File: src/shared/ths_pkg.sv
// Constants for the thermal hysteresis and offset register bank.
// Assumes an APB master with 32-bit data; each register index sits at byte address 4*index.
package ths_pkg;

    localparam int ADDR_W = 12;
    localparam int NCH = 3;

    // Register indices; byte address is four times the index
    localparam logic [9:0] IDX_HYST_L_R1 = 10'h06D;
    localparam logic [9:0] IDX_HYST_R2 = 10'h06E;
    localparam logic [9:0] IDX_TREE_TEST = 10'h06F;
    localparam logic [9:0] IDX_OFS_R1 = 10'h070;
    localparam logic [9:0] IDX_OFS_L = 10'h071;
    localparam logic [9:0] IDX_OFS_R2 = 10'h072;
    localparam logic [9:0] IDX_CONFIG5 = 10'h07C;
    localparam logic [9:0] IDX_LOCK = 10'h040;

    // Field positions
    localparam int LOCAL_HYST_LSB = 0;
    localparam int REMOTE1_HYST_LSB = 4;
    localparam int REMOTE2_HYST_LSB = 4;
    localparam int TREE_TEST_BIT = 0;
    localparam int OFFSET_RANGE_BIT = 1;
    localparam int LOCK_BIT = 0;

    // Reset values
    localparam logic [7:0] RST_HYST_L_R1 = 8'h44;
    localparam logic [7:0] RST_HYST_R2 = 8'h40;
    localparam logic [7:0] RST_TREE_TEST = 8'h00;
    localparam logic [7:0] RST_OFFSET = 8'h00;

    // Fan control constants
    localparam logic [7:0] CRIT_DISABLE = 8'h80;
    localparam logic [7:0] DUTY_FULL = 8'hFF;
    localparam logic [7:0] DUTY_OFF = 8'h00;
    localparam int DUTY_SLOPE_SHIFT = 1;

    // Channel order on all packed channel ports
    typedef enum logic [1:0] {
        THS_CH_LOCAL,
        THS_CH_REMOTE1,
        THS_CH_REMOTE2
    } ths_channel_type;

endpackage : ths_pkg

File: src/rtl/ths_regs.sv
// Hysteresis, tree-test and temperature offset registers with the per-channel fan loop.
// Assumes an APB master on pclk; temperatures arrive synchronous to pclk as unsigned degrees C.
//
// Behaviour
// - The local hysteresis is the low nibble of the combined register and drives the local loop.
// - The first remote hysteresis is the high nibble of the combined register and drives its loop.
// - A separate read-write register holds the second remote channel's hysteresis.
// - The combined hysteresis register resets to 0x44 and the second remote one to 0x40.
// - Below the start temperature the fan keeps minimum duty until start minus hysteresis.
// - Above the critical limit the output goes to full duty until below limit minus hysteresis.
// - While the lock bit is set, hysteresis, tree-test and offset writes are ignored.
// - Bit 0 of the tree-test register enables tree test mode and resets to zero.
// - The first remote offset register, reset to zero, is added to that channel's reading.
// - The local offset register, reset to zero, is added to the local reading.
// - The second remote offset register, reset to zero, is added to that channel's reading.
// - Bit 1 of the fifth configuration register selects range and resolution of all offsets.
// - Above the start temperature the fan runs at minimum duty plus two steps per degree above start.
// - A critical limit of 0x80 disables forced full duty for that channel.
`timescale 1ns/1ps
module ths_regs (
    input wire logic pclk,
    input wire logic presetn,
    input wire logic psel,
    input wire logic penable,
    input wire logic pwrite,
    input wire logic [ths_pkg::ADDR_W-1:0] paddr,
    input wire logic [31:0] pwdata,
    input wire logic [3:0] pstrb,
    output logic [31:0] prdata,
    output logic pready,
    output logic pslverr,
    input wire logic [ths_pkg::NCH-1:0][7:0] raw_temp,
    input wire logic [ths_pkg::NCH-1:0][7:0] fan_start_temperature,
    input wire logic [ths_pkg::NCH-1:0][7:0] critical_temp_limit,
    input wire logic [ths_pkg::NCH-1:0][7:0] minimum_duty,
    output logic [ths_pkg::NCH-1:0][7:0] corrected_temp,
    output logic [ths_pkg::NCH-1:0][7:0] fan_duty,
    output logic [ths_pkg::NCH-1:0] fan_running,
    output logic [ths_pkg::NCH-1:0] full_duty,
    output logic [ths_pkg::NCH-1:0][3:0] hyst_value,
    output logic tree_test_enable,
    output logic config_lock,
    output logic offset_half_step
);

    logic [7:0] hyst_l_r1_r;
    logic [3:0] remote2_hyst_value_r;
    logic tree_test_r;
    logic [7:0] ofs_r1_r;
    logic [7:0] ofs_l_r;
    logic [7:0] ofs_r2_r;
    logic range_r;
    logic lock_r;
    logic pready_r;
    logic pslverr_r;
    logic [31:0] prdata_r;

    // Saturate a signed 10-bit sum into an unsigned byte
    function automatic logic [7:0] ths_sat8(input logic [9:0] v);
        if (v[9]) begin
            return 8'h00;
        end else if (v[8]) begin
            return 8'hFF;
        end
        return v[7:0];
    endfunction : ths_sat8

    // Address decode
    wire [9:0] idx = paddr[ths_pkg::ADDR_W-1:2];
    wire aligned = (paddr[1:0] == 2'h0);
    wire hit_h01 = aligned && (idx == ths_pkg::IDX_HYST_L_R1);
    wire hit_h2 = aligned && (idx == ths_pkg::IDX_HYST_R2);
    wire hit_tt = aligned && (idx == ths_pkg::IDX_TREE_TEST);
    wire hit_o1 = aligned && (idx == ths_pkg::IDX_OFS_R1);
    wire hit_ol = aligned && (idx == ths_pkg::IDX_OFS_L);
    wire hit_o2 = aligned && (idx == ths_pkg::IDX_OFS_R2);
    wire hit_c5 = aligned && (idx == ths_pkg::IDX_CONFIG5);
    wire hit_lk = aligned && (idx == ths_pkg::IDX_LOCK);
    wire hit_any = hit_h01 | hit_h2 | hit_tt | hit_o1 | hit_ol | hit_o2 | hit_c5 | hit_lk;

    // Setup cycle is answered at the next edge; the write commits on the access edge
    wire setup = psel & ~penable;
    wire commit = psel & penable & pwrite & pready_r & hit_any & pstrb[0];
    // Locked writes still complete on the bus, they simply leave contents alone
    wire wr_ok = commit & ~lock_r;

    wire [7:0] hyst_l_r1_nxt = (wr_ok && hit_h01) ? pwdata[7:0] : hyst_l_r1_r;
    wire [3:0] remote2_hyst_nxt = (wr_ok && hit_h2) ?
        pwdata[ths_pkg::REMOTE2_HYST_LSB +: 4] : remote2_hyst_value_r;
    // Reserved tree-test bits are not stored, so a stray write cannot reach anything
    wire tree_test_nxt = (wr_ok && hit_tt) ? pwdata[ths_pkg::TREE_TEST_BIT] : tree_test_r;
    wire [7:0] ofs_r1_nxt = (wr_ok && hit_o1) ? pwdata[7:0] : ofs_r1_r;
    wire [7:0] ofs_l_nxt = (wr_ok && hit_ol) ? pwdata[7:0] : ofs_l_r;
    wire [7:0] ofs_r2_nxt = (wr_ok && hit_o2) ? pwdata[7:0] : ofs_r2_r;
    wire range_nxt = (wr_ok && hit_c5) ? pwdata[ths_pkg::OFFSET_RANGE_BIT] : range_r;
    // Lock is set-only until reset, so software cannot unlock a frozen configuration
    wire lock_nxt = lock_r | (commit & hit_lk & pwdata[ths_pkg::LOCK_BIT]);

    wire [7:0] rd_byte =
        hit_h01 ? hyst_l_r1_r :
        hit_h2 ? {remote2_hyst_value_r, 4'h0} :
        hit_tt ? {7'h00, tree_test_r} :
        hit_o1 ? ofs_r1_r :
        hit_ol ? ofs_l_r :
        hit_o2 ? ofs_r2_r :
        hit_c5 ? {6'h00, range_r, 1'b0} :
        hit_lk ? {7'h00, lock_r} : 8'h00;

    wire pready_nxt = setup & ~pready_r;
    wire pslverr_nxt = setup & ~pready_r & ~hit_any;
    wire [31:0] prdata_nxt = (setup && !pready_r && !pwrite) ? {24'h000000, rd_byte} : 32'h00000000;

    always_ff @(posedge pclk or negedge presetn) begin
        if (!presetn) begin
            hyst_l_r1_r <= ths_pkg::RST_HYST_L_R1;
            remote2_hyst_value_r <= ths_pkg::RST_HYST_R2[ths_pkg::REMOTE2_HYST_LSB +: 4];
            tree_test_r <= ths_pkg::RST_TREE_TEST[ths_pkg::TREE_TEST_BIT];
            ofs_r1_r <= ths_pkg::RST_OFFSET;
            ofs_l_r <= ths_pkg::RST_OFFSET;
            ofs_r2_r <= ths_pkg::RST_OFFSET;
            range_r <= 1'b0;
            lock_r <= 1'b0;
        end else begin
            hyst_l_r1_r <= hyst_l_r1_nxt;
            remote2_hyst_value_r <= remote2_hyst_nxt;
            tree_test_r <= tree_test_nxt;
            ofs_r1_r <= ofs_r1_nxt;
            ofs_l_r <= ofs_l_nxt;
            ofs_r2_r <= ofs_r2_nxt;
            range_r <= range_nxt;
            lock_r <= lock_nxt;
        end
    end

    always_ff @(posedge pclk or negedge presetn) begin
        if (!presetn) begin
            pready_r <= 1'b0;
            pslverr_r <= 1'b0;
            prdata_r <= 32'h00000000;
        end else begin
            pready_r <= pready_nxt;
            pslverr_r <= pslverr_nxt;
            prdata_r <= prdata_nxt;
        end
    end

    assign pready = pready_r;
    assign pslverr = pslverr_r;
    assign prdata = prdata_r;
    assign tree_test_enable = tree_test_r;
    assign config_lock = lock_r;
    assign offset_half_step = range_r;

    // Channel views of the register contents
    wire [ths_pkg::NCH-1:0][3:0] hyst_all = {
        remote2_hyst_value_r,
        hyst_l_r1_r[ths_pkg::REMOTE1_HYST_LSB +: 4],
        hyst_l_r1_r[ths_pkg::LOCAL_HYST_LSB +: 4]
    };
    wire [ths_pkg::NCH-1:0][7:0] ofs_all = {ofs_r2_r, ofs_r1_r, ofs_l_r};
    assign hyst_value = hyst_all;

    logic [ths_pkg::NCH-1:0][7:0] corr_r;
    logic [ths_pkg::NCH-1:0][7:0] duty_r;
    logic [ths_pkg::NCH-1:0] running_r;
    logic [ths_pkg::NCH-1:0] full_r;

    genvar ch;
    generate
        for (ch = 0; ch < ths_pkg::NCH; ch++) begin : g_chan
            wire [7:0] o = ofs_all[ch];
            // Half-step mode halves the offset weight: finer steps, half the reach
            wire [9:0] ofs_eff = range_r ? {{3{o[7]}}, o[7:1]} : {{2{o[7]}}, o};
            wire [9:0] sum = {2'b00, raw_temp[ch]} + ofs_eff;
            wire [7:0] corr = ths_sat8(sum);
            wire [9:0] t10 = {2'b00, corr};
            wire [9:0] hy10 = {6'h00, hyst_all[ch]};
            wire [9:0] start10 = {2'b00, fan_start_temperature[ch]};
            wire [9:0] crit10 = {2'b00, critical_temp_limit[ch]};
            wire above_start = $signed(t10) > $signed(start10);
            wire at_stop = $signed(t10) <= $signed(start10 - hy10);
            wire crit_off = (critical_temp_limit[ch] == ths_pkg::CRIT_DISABLE);
            wire over_crit = $signed(t10) > $signed(crit10);
            wire below_release = $signed(t10) < $signed(crit10 - hy10);
            wire running_nxt = above_start ? 1'b1 : (at_stop ? 1'b0 : running_r[ch]);
            wire full_nxt = crit_off ? 1'b0 :
                (over_crit ? 1'b1 : (below_release ? 1'b0 : full_r[ch]));
            wire [7:0] delta = corr - fan_start_temperature[ch];
            wire [9:0] ramp = {2'b00, minimum_duty[ch]} +
                10'({2'b00, delta} << ths_pkg::DUTY_SLOPE_SHIFT);
            // Ramp above start, plain minimum duty in the hysteresis band
            // Ramp is unsigned and can pass 511, so clip on its top bits, not as a signed sum
            wire [7:0] ramp_sat = (|ramp[9:8]) ? ths_pkg::DUTY_FULL : ramp[7:0];
            wire [7:0] run_duty = above_start ? ramp_sat : minimum_duty[ch];
            wire [7:0] duty_nxt = full_nxt ? ths_pkg::DUTY_FULL :
                (running_nxt ? run_duty : ths_pkg::DUTY_OFF);

            always_ff @(posedge pclk or negedge presetn) begin
                if (!presetn) begin
                    corr_r[ch] <= 8'h00;
                    duty_r[ch] <= ths_pkg::DUTY_OFF;
                    running_r[ch] <= 1'b0;
                    full_r[ch] <= 1'b0;
                end else begin
                    corr_r[ch] <= corr;
                    duty_r[ch] <= duty_nxt;
                    running_r[ch] <= running_nxt;
                    full_r[ch] <= full_nxt;
                end
            end
        end
    endgenerate

    assign corrected_temp = corr_r;
    assign fan_duty = duty_r;
    assign fan_running = running_r;
    assign full_duty = full_r;

endmodule : ths_regs

File: config.mk
export PLATFORM = sky130hd
export DESIGN_NAME = ths_regs
export DESIGN_NICKNAME = d
export VERILOG_FILES = /design/src/shared/ths_pkg.sv /design/src/rtl/ths_regs.sv
export SDC_FILE = /design/constraint.sdc
export NUM_CORES = 1
export LEC_CHECK = 0
export BUFFER_PORTS_ARGS = -buffer_cell sky130_fd_sc_hd__buf_4
export CORE_UTILIZATION = 61
export CTS_BUF_LIST = sky130_fd_sc_hd__clkbuf_8
export CTS_CLUSTER_SIZE = 10
export DETAILED_ROUTE_END_ITERATION = 16
export HOLD_SLACK_MARGIN = 0.15
export PLACE_DENSITY = 0.89
export REMOVE_ABC_BUFFERS = 1
export SYNTH_ARGS = -nofsm -noshare
export SYNTH_HDL_FRONTEND = slang
export SYNTH_SLANG_ARGS = --single-unit
File: constraint.sdc
create_clock -name pclk -period 17.7 [get_ports pclk]
set_clock_uncertainty 0.15 [all_clocks]
set_input_delay 0.885 -clock pclk [delete_from_list [all_inputs] [get_ports pclk]]
set_output_delay 0.885 -clock pclk [all_outputs]
set_load 0.01 [all_outputs]
==> out/qor.yml <==
netlist_top_cells_count: "ha_1, inv_1, dfrtp_1"
met3_usage_pct: 4.49
multi_input_area_mm2: 0.00768
yosysWarnings: 0
netlist-cell-type-count: 82
start_util_pct: 62.8
overflow: 0
seqPwrFrac_pct: 36.5
required_ps: 17810
drive_gt1_share_pct: 19.8
vias_per_cell: 6.06
clock-root-buffer: "clkbuf_8"
post_cts_resized: 0
cts.sinks: 103
dpl.hpwl_um: 23400
arrival_ps: 6960
p_comb_share_pct: 43.8
min_period_over_period_pct: 38.8
clk_pin_slew_ps: 110
ys_seq_elements: 103
htreeDepth: 3
p_int_uw: 457
clock_latency_ps: 390
die_w_um: 136
met2_usage_pct: 51.8
drc_errors: 0
syn_avg_cell_area_um2: 8.76
rsz0062_at_grt: "false"
grt_pass1_wl_um: 46200
syn_inst: 1244
path_class: "reg -> reg"
place_congestion: 0.947
critical_path.endpoint_type: "register"
clock_path_buffers: 2
tritoncts: "built"
min_period_ps: 6860
wire_per_inst_um: 17.4
power_uw: 730
grt.busiest_layer: "met2"
cap_viol_max_count: 0
drt_iter0_drc: 758
crit_path_start_kind: "register"
p_per_area_mw_per_mm2: 57.4
max_freq_mhz: 146
grt_max_degree: 63
coreArea_mm2: 0.0174
num_vias: 10100
fp-row-count: 48
post-route-util_pct: 73.2
critPathMaxFanout: 25
status: "completed"
io_buffers: 200
track_usage_pct: 31.6
setup_tns_ps: 0
wl_um: 29100
hp-class: "reg -> reg"
antenna_found_initial: 0
synthToLayoutAreaGrowth_pct: 16.6
drtAntennaViolNets: 0
seqCellArea_mm2: 0.00258
synth.cell_area_mm2: 0.0109
tightest_slew_ps: 1060
cts_hold_buf: 0
yosysMostFrequentCell: "ha_1"
met1_usage_pct: 42.8
synth_top_cell_area_share_pct: 23.0
n_antenna_cell: 0
die_area_mm2: 0.0184
drv_slew: 0
grt_pass1_vias: 9584
power_leakage_uw: 0.00641
die_h_um: 136
hold_viol_final: 0
drtPass1Iterations: 5
setup_viol: 0
synth-async-reset-ratio_pct: 100
fin_nets: 1770
synth_edf_count: 0
worst_ir_drop_vdd_mv: 0.0437
slew-limit-headroom_pct: 28.7
power_frac_clock_pct: 19.7
p_sw_uw: 273
swShare_pct: 37.4
fillers: 1271
yosysTopAreaCell: "dfrtp_1"
io-pin-count: 252
ys_seq_area_share_pct: 23.7
yosys-top-cells-area: "dfrtp_1, ha_1, mux2_2"
cts_setup_buffers: 0
synth_top_flop_cell: "dfrtp_1"
cts_inserted_buffers: 9
[final timing paths]
check                                 start                end  slack, ps  cells after the start
setup / recovery           offset_half_step       fan_duty[10]      10840                     21
hold / removal                       pready             pready        330                      1
setup reg to reg           offset_half_step       fan_duty[10]      10840                     21
hold reg to reg                      pready             pready        330                      1
max in group asynchronous           presetn  corrected_temp[0]      15870                      2
min in group asynchronous           presetn  corrected_temp[6]        340                      1
[critical path, stage by stage, from the launching register on]
cell and delay (ps):
dfrtp_1 1000, mux2i_1 460, inv_1 80, ha_1 300, a211oi_1 280, o21ai_0 220, nand2_1 100, nand2_1 80
a21oi_1 260, mux2i_1 200, a21oi_1 590, ha_1 390, a21oi_1 230, o21ai_0 180, xor2_1 200, ha_1 260
or2_2 300, o311ai_0 570, nor2b_1 210, mux2i_1 190, o21ai_0 290, nand3_1 150
[layer usage]
metal	vias up	routed length [µm]	share of wire [%]
met5	-	0	0
met4	0	677	2.3
met3	58	2170	7.5
met2	392	13600	47
met1	4778	12700	44
li1	4873	-	-
[power groups by stage]
stage	Combinational (µW)	Sequential, µW	Clock (µW)
2_1_floorplan	186	280	0
3_3_place_gp	304	270	0
3_5_place_dp	314	270	0
5_1_grt	352	267	155
6_report	320	266	144
4_1_cts	316	266	146
[sequential cells by signal, summed over array words and instances (netlist names)]
signal                count
fan_duty                 24
fan_running               3
g_chan.o                 24
offset_half_step          1
config_lock               1
prdata                    8
tree_test_enable          1
remote2_hyst_value_r      4
hyst_l_r1_r               8
full_duty                 3
pslverr                   1
pready                    1
corrected_temp           24
[cell type report]
cell class                      instances  area share (%)
Timing Repair Buffer                  201            11.9
Inverter                              126            3.72
Tap cell                              225            2.22
Multi-Input combinational cell        997            60.5
Clock inverter                          6           0.296
Sequential cell                       103            20.3
Clock buffer                           10            1.08
[per-stage QoR]
stage	area [µm²]	hold slack [ps]	std cells	setup slack, ps
after floorplan	10700	317	1226	11940
after global placement	12500	313	1652	11160
after detailed placement	12500	318	1652	10930
after CTS	12700	334	1668	10900
after global routing	12700	363	1668	10260
final	12700	332	1668	10840
[logic make-up after synthesis]
group,Yosys count,synth area share (%)
AOI/OAI and AO/OA,346,21.7
and+or+nand+nor,320,14.7
adders and majority gates,183,22.1
buffers and inverters,167,6.62
DFF,103,23.7
xor gates and xnor gates,66,5.31
muxes,58,5.85
other,1,0.0344
[placed cells by master (no fill, tap or decap), types with 5 or more instances in the layout]
cell,Yosys,final
fa_1,15,15
nand2_1,62,62
or2_2,9,9
and3_1,13,13
a2111oi_0,6,6
clkbuf_8,0,10
o31a_1,5,5
a211oi_1,23,23
o21ai_0,79,79
a21boi_0,5,5
conb_1,1,24
buf_4,24,201
inv_1,125,127
xnor2_1,53,53
mux2_2,45,45
ha_1,168,168
a21oi_1,65,65
mux2i_1,13,13
nor4_1,11,11
dfrtp_1,100,100
nand3_1,27,27
and2_1,5,5
o211ai_1,22,22
or3_1,7,7
nor3_1,21,21
a21o_1,40,40
nor2_1,89,89
xor2_1,13,13
nor2b_1,25,25
nand2b_1,13,13
o31ai_1,6,6
nor3b_1,7,7
o21a_1,27,27
nand4_1,16,16
Power figures use the tool's default switching activity.
